$ cat src/rtl/exc_entry_pkg.sv
// Constants and types for the exception entry and return unit
// Notes on behaviour
// - Reset vector 0, undefined 4, software 8
// - Prefetch 0xc, data 0x10, irq 0x18, fiq 0x1c
// - Slot 0x14 reserved, never taken here
// - Entry saves link, status, mode, mask, vector
// - Fast mask set on entry only by reset, fast
// - Return copies saved status and link back
// - Reset aborts instruction; entry after release
// - Reset release: supervisor, both masks, fetch 0
// - Unacknowledged coprocessor instruction becomes undefined
// - Undefined encoding takes undefined exception
// - Undefined entry: link plus four, mode 0b011011
// - Software interrupt: link plus four, supervisor
// - Fetch abort taken only when executed
// - Prefetch abort: link plus four, abort mode
// - Data abort: link plus eight, abort mode
// - Data abort entered before later state changes
// - Base writeback choice same for all
// - Normal interrupt sampled at boundary, unmasked
// - Masks writable only in privileged modes
// - Interrupt entry: next plus four, 0b010010
// - Fast interrupt sampled at boundary, unmasked
// - Fast entry: next plus four, both masks
// - Priority: reset, data, fast, normal, prefetch, undefined
package exc_entry_pkg;
  localparam logic [31:0] VecReset    = 32'h0000_0000;
  localparam logic [31:0] VecUndef    = 32'h0000_0004;
  localparam logic [31:0] VecSwi      = 32'h0000_0008;
  localparam logic [31:0] VecPabort   = 32'h0000_000c;
  localparam logic [31:0] VecDabort   = 32'h0000_0010;
  localparam logic [31:0] VecAddrRsvd = 32'h0000_0014;
  localparam logic [31:0] VecIrq      = 32'h0000_0018;
  localparam logic [31:0] VecFiq      = 32'h0000_001c;
  localparam logic [5:0]  ModeUser    = 6'h10;
  localparam logic [5:0]  ModeFiq     = 6'h11;
  localparam logic [5:0]  ModeIrq     = 6'h12;
  localparam logic [5:0]  ModeSvc     = 6'h13;
  localparam logic [5:0]  ModeAbt     = 6'h17;
  localparam logic [5:0]  ModeUnd     = 6'h1b;
  localparam logic [5:0]  ModeSys     = 6'h1f;
  localparam int          ModeLsb     = 0;
  localparam int          FastMaskBit = 6;
  localparam int          IrqMaskBit  = 7;
  localparam logic [31:0] LinkOff4    = 32'h0000_0004;
  localparam logic [31:0] LinkOff8    = 32'h0000_0008;
  localparam logic [31:0] StatusRst   = 32'h0000_00d3;
  // Base value left in the base register after an aborted writeback
  localparam bit          KeepUpdatedBase = 1'b0;

  typedef enum logic [2:0] {
    ExcNone   = 3'b000,
    ExcReset  = 3'b001,
    ExcDabort = 3'b010,
    ExcFiq    = 3'b011,
    ExcIrq    = 3'b100,
    ExcPabort = 3'b101,
    ExcUndef  = 3'b110,
    ExcSwi    = 3'b111
  } exc_t;

  typedef enum logic [1:0] {
    StRun    = 2'b00,
    StCopWait = 2'b01,
    StResetHold = 2'b10
  } state_t;

  // Instruction presented by the pipeline at an execute boundary
  typedef struct packed {
    logic        valid;
    logic [31:0] addr;
    logic        fetchAbort;
    logic        isUndef;
    logic        isSwi;
    logic        isCop;
  } instr_t;

  // Return request from the pipeline
  typedef struct packed {
    logic        valid;
    logic [31:0] link;
  } ret_t;
endpackage : exc_entry_pkg

$ cat src/rtl/processor_exception_entry.sv
// Exception entry, priority and return logic of the processor core
`timescale 1ns/1ps
module processor_exception_entry #(
  parameter int CopTimeout = 4
) (
  // Clock and reset
  input  wire logic                  sys_clk,
  input  wire logic                  reset,
  // Pipeline
  input  wire exc_entry_pkg::instr_t instr,
  input  wire logic                  dataAbort,
  input  wire logic [31:0]           dataAbortAddr,
  input  wire exc_entry_pkg::ret_t   excReturn,
  input  wire logic                  maskWrite,
  input  wire logic [1:0]            maskWriteData,
  // External requests, from pins
  input  wire logic                  irqReq,
  input  wire logic                  fiqReq,
  input  wire logic                  copAck,
  // Results
  output logic                       fetchRedirect,
  output logic [31:0]                fetchAddr,
  output logic [31:0]                current_status_word,
  output logic [31:0]                supervisor_link_register,
  output logic [31:0]                undefined_link_register,
  output logic [31:0]                abort_link_register,
  output logic [31:0]                interrupt_link_register,
  output logic [31:0]                fast_link_register,
  output logic [31:0]                supervisor_saved_status,
  output logic [31:0]                undefined_saved_status,
  output logic [31:0]                abort_saved_status,
  output logic [31:0]                interrupt_saved_status,
  output logic [31:0]                fast_saved_status,
  output logic                       instrRetire,
  output exc_entry_pkg::exc_t        excTaken
);
  // Pin synchronisers: three stages, change accepted when stages two and three agree
  logic [2:0] irqSync_r, fiqSync_r, ackSync_r;
  logic       irqLvl_r, fiqLvl_r, ackLvl_r;
  logic [2:0] irqSync_nxt, fiqSync_nxt, ackSync_nxt;
  logic       irqLvl_nxt, fiqLvl_nxt, ackLvl_nxt;

  always_comb begin
    irqSync_nxt = {irqSync_r[1:0], irqReq};
    fiqSync_nxt = {fiqSync_r[1:0], fiqReq};
    ackSync_nxt = {ackSync_r[1:0], copAck};
    irqLvl_nxt  = (irqSync_r[1] == irqSync_r[2]) ? irqSync_r[2] : irqLvl_r;
    fiqLvl_nxt  = (fiqSync_r[1] == fiqSync_r[2]) ? fiqSync_r[2] : fiqLvl_r;
    ackLvl_nxt  = (ackSync_r[1] == ackSync_r[2]) ? ackSync_r[2] : ackLvl_r;
  end

  always_ff @(posedge sys_clk) begin
    if (reset) begin
      irqSync_r <= 3'h0;
      fiqSync_r <= 3'h0;
      ackSync_r <= 3'h0;
      irqLvl_r  <= 1'b0;
      fiqLvl_r  <= 1'b0;
      ackLvl_r  <= 1'b0;
    end else begin
      irqSync_r <= irqSync_nxt;
      fiqSync_r <= fiqSync_nxt;
      ackSync_r <= ackSync_nxt;
      irqLvl_r  <= irqLvl_nxt;
      fiqLvl_r  <= fiqLvl_nxt;
      ackLvl_r  <= ackLvl_nxt;
    end
  end

  // Main state
  exc_entry_pkg::state_t state_r, state_nxt;
  logic [31:0] status_r, status_nxt;
  logic [31:0] copAddr_r, copAddr_nxt;
  logic [31:0] lrSvc_r, lrUnd_r, lrAbt_r, lrIrq_r, lrFiq_r;
  logic [31:0] lrSvc_nxt, lrUnd_nxt, lrAbt_nxt, lrIrq_nxt, lrFiq_nxt;
  logic [31:0] spSvc_r, spUnd_r, spAbt_r, spIrq_r, spFiq_r;
  logic [31:0] spSvc_nxt, spUnd_nxt, spAbt_nxt, spIrq_nxt, spFiq_nxt;
  logic        redir_r, redir_nxt, retire_r, retire_nxt;
  logic [31:0] fAddr_r, fAddr_nxt;
  logic [7:0]  copCnt_r, copCnt_nxt;
  exc_entry_pkg::exc_t taken_r, taken_nxt;

  logic        privileged, boundary, copFail;
  exc_entry_pkg::exc_t sel;
  logic [31:0] link, savedSel, vec;
  logic [5:0]  mode;

  always_comb begin
    privileged = status_r[5:0] != exc_entry_pkg::ModeUser;
    // Boundary: an instruction is at execute and not stalled on a coprocessor
    boundary   = instr.valid && state_r == exc_entry_pkg::StRun;
    copFail    = state_r == exc_entry_pkg::StCopWait && !ackLvl_r
                 && copCnt_r == 8'(CopTimeout);
    // Fixed priority, highest first
    if (dataAbort)
      sel = exc_entry_pkg::ExcDabort;
    else if (boundary && fiqLvl_r && !status_r[exc_entry_pkg::FastMaskBit])
      sel = exc_entry_pkg::ExcFiq;
    else if (boundary && irqLvl_r && !status_r[exc_entry_pkg::IrqMaskBit])
      sel = exc_entry_pkg::ExcIrq;
    else if (boundary && instr.fetchAbort)
      sel = exc_entry_pkg::ExcPabort;
    else if ((boundary && instr.isUndef) || copFail)
      sel = exc_entry_pkg::ExcUndef;
    else if (boundary && instr.isSwi)
      sel = exc_entry_pkg::ExcSwi;
    else
      sel = exc_entry_pkg::ExcNone;
  end

  always_comb begin
    // A timed-out coprocessor instruction has left execute: use its latched address
    link = (state_r == exc_entry_pkg::StCopWait ? copAddr_r : instr.addr)
           + exc_entry_pkg::LinkOff4;
    mode = exc_entry_pkg::ModeSvc;
    vec  = exc_entry_pkg::VecReset;
    case (sel)
      exc_entry_pkg::ExcDabort: begin
        link = dataAbortAddr + exc_entry_pkg::LinkOff8;
        // Original base value kept, alike for every access kind
        mode = exc_entry_pkg::ModeAbt;
        vec  = exc_entry_pkg::VecDabort;
      end
      exc_entry_pkg::ExcFiq: begin
        mode = exc_entry_pkg::ModeFiq;
        vec  = exc_entry_pkg::VecFiq;
      end
      exc_entry_pkg::ExcIrq: begin
        mode = exc_entry_pkg::ModeIrq;
        vec  = exc_entry_pkg::VecIrq;
      end
      exc_entry_pkg::ExcPabort: begin
        mode = exc_entry_pkg::ModeAbt;
        vec  = exc_entry_pkg::VecPabort;
      end
      exc_entry_pkg::ExcUndef: begin
        mode = exc_entry_pkg::ModeUnd;
        vec  = exc_entry_pkg::VecUndef;
      end
      exc_entry_pkg::ExcSwi: begin
        mode = exc_entry_pkg::ModeSvc;
        vec  = exc_entry_pkg::VecSwi;
      end
      default: begin
        mode = exc_entry_pkg::ModeSvc;
        vec  = exc_entry_pkg::VecReset;
      end
    endcase
    // Saved status of the current mode, used by an exception return
    case (status_r[5:0])
      exc_entry_pkg::ModeSvc: savedSel = spSvc_r;
      exc_entry_pkg::ModeUnd: savedSel = spUnd_r;
      exc_entry_pkg::ModeAbt: savedSel = spAbt_r;
      exc_entry_pkg::ModeIrq: savedSel = spIrq_r;
      exc_entry_pkg::ModeFiq: savedSel = spFiq_r;
      default:                savedSel = status_r;
    endcase
  end

  always_comb begin
    state_nxt  = state_r;
    status_nxt = status_r;
    copAddr_nxt = copAddr_r;
    {lrSvc_nxt, lrUnd_nxt, lrAbt_nxt, lrIrq_nxt, lrFiq_nxt} =
      {lrSvc_r, lrUnd_r, lrAbt_r, lrIrq_r, lrFiq_r};
    {spSvc_nxt, spUnd_nxt, spAbt_nxt, spIrq_nxt, spFiq_nxt} =
      {spSvc_r, spUnd_r, spAbt_r, spIrq_r, spFiq_r};
    redir_nxt  = 1'b0;
    retire_nxt = 1'b0;
    fAddr_nxt  = fAddr_r;
    taken_nxt  = exc_entry_pkg::ExcNone;
    copCnt_nxt = 8'h00;
    case (state_r)
      exc_entry_pkg::StResetHold: begin
        // Entry performed only once reset has gone
        spSvc_nxt  = status_r;
        status_nxt = {status_r[31:8], 2'b11, exc_entry_pkg::ModeSvc};
        redir_nxt = 1'b1;
        fAddr_nxt = exc_entry_pkg::VecReset;
        taken_nxt = exc_entry_pkg::ExcReset;
        state_nxt = exc_entry_pkg::StRun;
      end
      exc_entry_pkg::StRun, exc_entry_pkg::StCopWait: begin
        if (state_r == exc_entry_pkg::StCopWait)
          copCnt_nxt = copCnt_r + 8'h01;
        if (sel != exc_entry_pkg::ExcNone) begin
          case (mode)
            exc_entry_pkg::ModeUnd: begin lrUnd_nxt = link; spUnd_nxt = status_r; end
            exc_entry_pkg::ModeAbt: begin lrAbt_nxt = link; spAbt_nxt = status_r; end
            exc_entry_pkg::ModeIrq: begin lrIrq_nxt = link; spIrq_nxt = status_r; end
            exc_entry_pkg::ModeFiq: begin lrFiq_nxt = link; spFiq_nxt = status_r; end
            default:                begin lrSvc_nxt = link; spSvc_nxt = status_r; end
          endcase
          status_nxt[5:0] = mode;
          status_nxt[exc_entry_pkg::IrqMaskBit] = 1'b1;
          if (sel == exc_entry_pkg::ExcFiq)
            status_nxt[exc_entry_pkg::FastMaskBit] = 1'b1;
          redir_nxt = 1'b1;
          fAddr_nxt = vec;
          taken_nxt = sel;
          state_nxt = exc_entry_pkg::StRun;
        end else if (state_r == exc_entry_pkg::StCopWait) begin
          if (ackLvl_r) begin
            retire_nxt = 1'b1;
            state_nxt  = exc_entry_pkg::StRun;
          end
        end else if (excReturn.valid) begin
          status_nxt = savedSel;
          redir_nxt  = 1'b1;
          fAddr_nxt  = excReturn.link;
        end else if (boundary && instr.isCop) begin
          state_nxt   = exc_entry_pkg::StCopWait;
          copAddr_nxt = instr.addr;
        end else begin
          retire_nxt = boundary;
          if (maskWrite && privileged)
            status_nxt[7:6] = maskWriteData;
        end
      end
      default: state_nxt = exc_entry_pkg::StRun;
    endcase
  end

  always_ff @(posedge sys_clk) begin
    if (reset) begin
      state_r <= exc_entry_pkg::StResetHold;
      status_r  <= exc_entry_pkg::StatusRst;
      copAddr_r <= 32'h0000_0000;
      {lrSvc_r, lrUnd_r, lrAbt_r, lrIrq_r, lrFiq_r} <= '0;
      {spSvc_r, spUnd_r, spAbt_r, spIrq_r, spFiq_r} <= '0;
      redir_r  <= 1'b0;
      retire_r <= 1'b0;
      fAddr_r  <= exc_entry_pkg::VecReset;
      copCnt_r <= 8'h00;
      taken_r  <= exc_entry_pkg::ExcNone;
    end else begin
      state_r <= state_nxt;
      status_r  <= status_nxt;
      copAddr_r <= copAddr_nxt;
      {lrSvc_r, lrUnd_r, lrAbt_r, lrIrq_r, lrFiq_r} <=
        {lrSvc_nxt, lrUnd_nxt, lrAbt_nxt, lrIrq_nxt, lrFiq_nxt};
      {spSvc_r, spUnd_r, spAbt_r, spIrq_r, spFiq_r} <=
        {spSvc_nxt, spUnd_nxt, spAbt_nxt, spIrq_nxt, spFiq_nxt};
      redir_r  <= redir_nxt;
      retire_r <= retire_nxt;
      fAddr_r  <= fAddr_nxt;
      copCnt_r <= copCnt_nxt;
      taken_r  <= taken_nxt;
    end
  end

  always_comb begin
    fetchRedirect            = redir_r;
    fetchAddr                = fAddr_r;
    current_status_word      = status_r;
    supervisor_link_register = lrSvc_r;
    undefined_link_register  = lrUnd_r;
    abort_link_register      = lrAbt_r;
    interrupt_link_register  = lrIrq_r;
    fast_link_register       = lrFiq_r;
    supervisor_saved_status  = spSvc_r;
    undefined_saved_status   = spUnd_r;
    abort_saved_status       = spAbt_r;
    interrupt_saved_status   = spIrq_r;
    fast_saved_status        = spFiq_r;
    instrRetire              = retire_r;
    excTaken                 = taken_r;
  end
endmodule : processor_exception_entry

$ cat config.mk
export PLATFORM = sky130hd
export DESIGN_NAME = processor_exception_entry
export DESIGN_NICKNAME = d
export VERILOG_FILES = /design/src/rtl/exc_entry_pkg.sv /design/src/rtl/processor_exception_entry.sv
export SDC_FILE = /design/constraint.sdc
export NUM_CORES = 1
export LEC_CHECK = 0
export BUFFER_PORTS_ARGS = -buffer_cell sky130_fd_sc_hd__buf_4
export CELL_PAD_IN_SITES_DETAIL_PLACEMENT = 0
export CELL_PAD_IN_SITES_GLOBAL_PLACEMENT = 1
export CORE_ASPECT_RATIO = 1.2
export CORE_MARGIN = 8
export CORE_UTILIZATION = 38
export DETAILED_ROUTE_END_ITERATION = 12
export PLACE_DENSITY_LB_ADDON = 0.1
export SYNTH_ARGS = -nofsm -noshare
export SYNTH_HDL_FRONTEND = slang
export SYNTH_SLANG_ARGS = --single-unit
$ cat constraint.sdc
create_clock -name sys_clk -period 4.8 [get_ports sys_clk]
set_input_delay 0.96 -clock sys_clk [delete_from_list [all_inputs] [get_ports sys_clk]]
set_output_delay 0.96 -clock sys_clk [all_outputs]
set_load 0.02 [all_outputs]
==> out/results.txt <==
DIE AREA - 0.0565 mm^2
Worst Path Class, Setup - flop to flop
GRT Resource Usage Total - 26.6%
EDFF count, synth - 0
Syn Area/Cell - 7.95 um^2
Vias in the first global route - 18.0k
Total power - 8.34 mW
Seq/Total Area, Yosys - 47.5%
Most frequent cells in the layout - nand2_1, buf_4, dfxtp_1, a21oi_1, nor2_1
Initial DRC count - 1492
M1 WL - 31100 um
Seq pwr share - 45.4%
Initial Utilization - 38.2%
Gate Count Post-Synth - 2351
Antenna violations before repair - 5
IO Count - 500
Critical path required time - 5.21 ns
Vias per cell - 5.41
Clock insertion delay at the later pin of the skew report - 0.60 ns
Slew HR - 10.8%
Setup Fix Bufs, Post-CTS - 0
Net Sw Frac - 26.0%
Cell Area, Synth - 0.0187 mm^2
Gate power share - 9.8%
R2r endpoint - supervisor_saved_status[31]
Worst Max-Slew Pin Slew - 1.32 ns
Power Internal - 6.18 mW
Maximum number of pins on one net before global-route repair - 195
DR WL met2 - 39300 um
Clk root buf - clkbuf_16
FF-to-FF Start - current_status_word[6]
DRC - 0
Hold Fails Final Rpt - 0
# hold bufs at CTS - 0
Met3 Routed Length - 5920 um
HP Start - fiqSync_r[0]
Clock power frac - 44.8%
Commonest non-fill, non-tap cell in the layout - nand2_1
Area Growth Syn to Fin - 31.8%
Core area - 0.0489 mm^2
Worst Hold Path Cells - 1
CTS Buf Count - 48
Critical path origin - current_status_word[6]
Post-CTS sizing - 0
Fin crit period - 3.90 ns
I/O Buffers - 499
Worst R2R Setup Slack - 0.90 ns
CTS tree - done
Post-synthesis cell type count - 77
Site Rows - 89
First-pass iteration count of the detailed router - 6
Layout Nets - 2883
Power Dens Cells - 339 mW/mm^2
Worst-case hold path end point - fiqSync_r[1]
Max Clk Rate - 256 MHz
Min-delay worst type - flop to flop
Max Buffers Root-to-Sink - 3
Die Y - 259 um
Setup TNS - 0 ns
Worst-path clk slew - 0.06 ns
Leakage power - 9.86 nW
Crit end category - flop
Final Slew Violations - 0
Fin crit share - 81.3%
Via count - 18.6k
Highest Signal Layer - met5
H-tree depth - 2
Grt ovf - 0
Synth Warn # - 0
R2R depth - 12
Status - finished clean
Post-Syn Nets - 2469
Switching Power - 2.17 mW
Sink Count - 443
Max-Cap Viols - 0
Worst EP arrival - 4.31 ns
Ys async rst share - 0%
Setup Viol. Count Final - 0
Skew final - 0.0339 ns
Yosys reg bits - 443
Die width - 218 um
Post-synth top flop - dfxtp_1
RSZ-0062 raised after global routing - false
Post-Route WL - 79100 um
Hpwl dp - 56600 um
WL per Instance - 23.0 um
RePlAce Congestion - 0.911
Fraction of layout instances using a drive strength above 1 - 24.5%
Final ANT Viol Nets - 0
Worst vdd ir - 0.318 mV
Critical path startpoint category - flop
First-pass GRT wire length - 117000 um
Crit Path Max Fanout - 32
-- metrics by stage --
step	std cells	hold slack [ns]	cell area [um^2]	util, %	setup slack [ns]
after floorplan	2351	0.414	18700	-	1.51
after global placement	3352	0.433	23000	47.1	0.642
after detailed placement	3352	0.440	23000	47.1	0.599
after CTS	3439	0.441	24600	50.3	0.906
after global routing	3440	0.462	24600	50.4	0.534
final	3441	0.440	24600	50.4	0.899
-- logic make-up after synthesis --
logic type	synth area share, %
compound gates	19.0
xor+xnor	2.67
fa+ha+maj	0.469
buf+inv	4.37
flops	47.5
mux	2.87
simple gates	23.1
-- power groups by stage --
stage	logic, mW	registers (mW)	clock network (mW)
6_report	0.818	3.79	3.73
5_1_grt	0.870	3.80	3.97
4_1_cts	0.823	3.79	3.81
3_5_place_dp	0.822	3.87	0
3_3_place_gp	0.818	3.87	0
2_1_floorplan	0.356	3.92	0
-- registers in the layout (all words and copies together) (netlist names), 8 cells and up --
name	flops
fast_saved_status	32
fast_link_register	32
copAddr_r	32
copCnt_r	8
undefined_link_register	32
fetchAddr	32
supervisor_link_register	32
abort_saved_status	32
interrupt_saved_status	32
interrupt_link_register	32
current_status_word	32
undefined_saved_status	32
supervisor_saved_status	32
abort_link_register	32
-- per-layer routing --
metal | up-vias | track usage, %
met2 | 647 | 46.2
li1 | 8882 | -
met3 | 127 | 6.40
met4 | 6 | 9.10
met5 | - | 0
met1 | 8944 | 31.7
-- final cells by class --
cell class                 instances  area [um^2]
clock buffer                      75         1470
sequential                       443         8870
clock inverter                    12          128
multi-input combinational       1717         9110
inverter                          10         37.5
timing repair buffer             545         4200
tap                              637          797
antenna                            2         5.00
fill                            4780        24300
-- worst max path at each step --
stage                                              to
after floorplan           undefined_link_register[28]
after global placement    supervisor_saved_status[28]
after detailed placement  supervisor_saved_status[31]
after CTS                 supervisor_saved_status[28]
after global routing      supervisor_saved_status[23]
final                     supervisor_saved_status[31]
-- cells in the mapped netlist (all sizes together) (13+ instances only) --
library cell | count | share of area [%]
nand2 | 617 | 12
dfxtp | 443 | 47
a21oi | 334 | 9.0
nor2 | 155 | 3.1
clkbuf | 125 | 2.5
o21ai | 96 | 2.6
nand3 | 76 | 2.0
a22oi | 60 | 2.4
buf | 56 | 1.7
a211oi | 54 | 2.2
nor3 | 39 | 1.3
mux2i | 37 | 2.3
xnor2 | 30 | 1.4
xor2 | 27 | 1.3
and3 | 26 | 0.87
nand4 | 17 | 0.68
nor2b | 15 | 0.52
a31oi | 13 | 0.44
nor4 | 13 | 0.52
-- critical path: stages, from the launching register on --
cell     delay [ns]
dfxtp_1        0.39
nor2b_1        0.63
o21ai_0        0.24
and2_1         0.19
and3_1         0.22
inv_1          0.09
ha_1           0.27
nand3_4        0.35
nand4_1        0.21
buf_4          0.28
nand2_2        0.53
nand2_1        0.22
a21oi_1        0.08
Note: power is estimated with default switching activity, not from simulation.
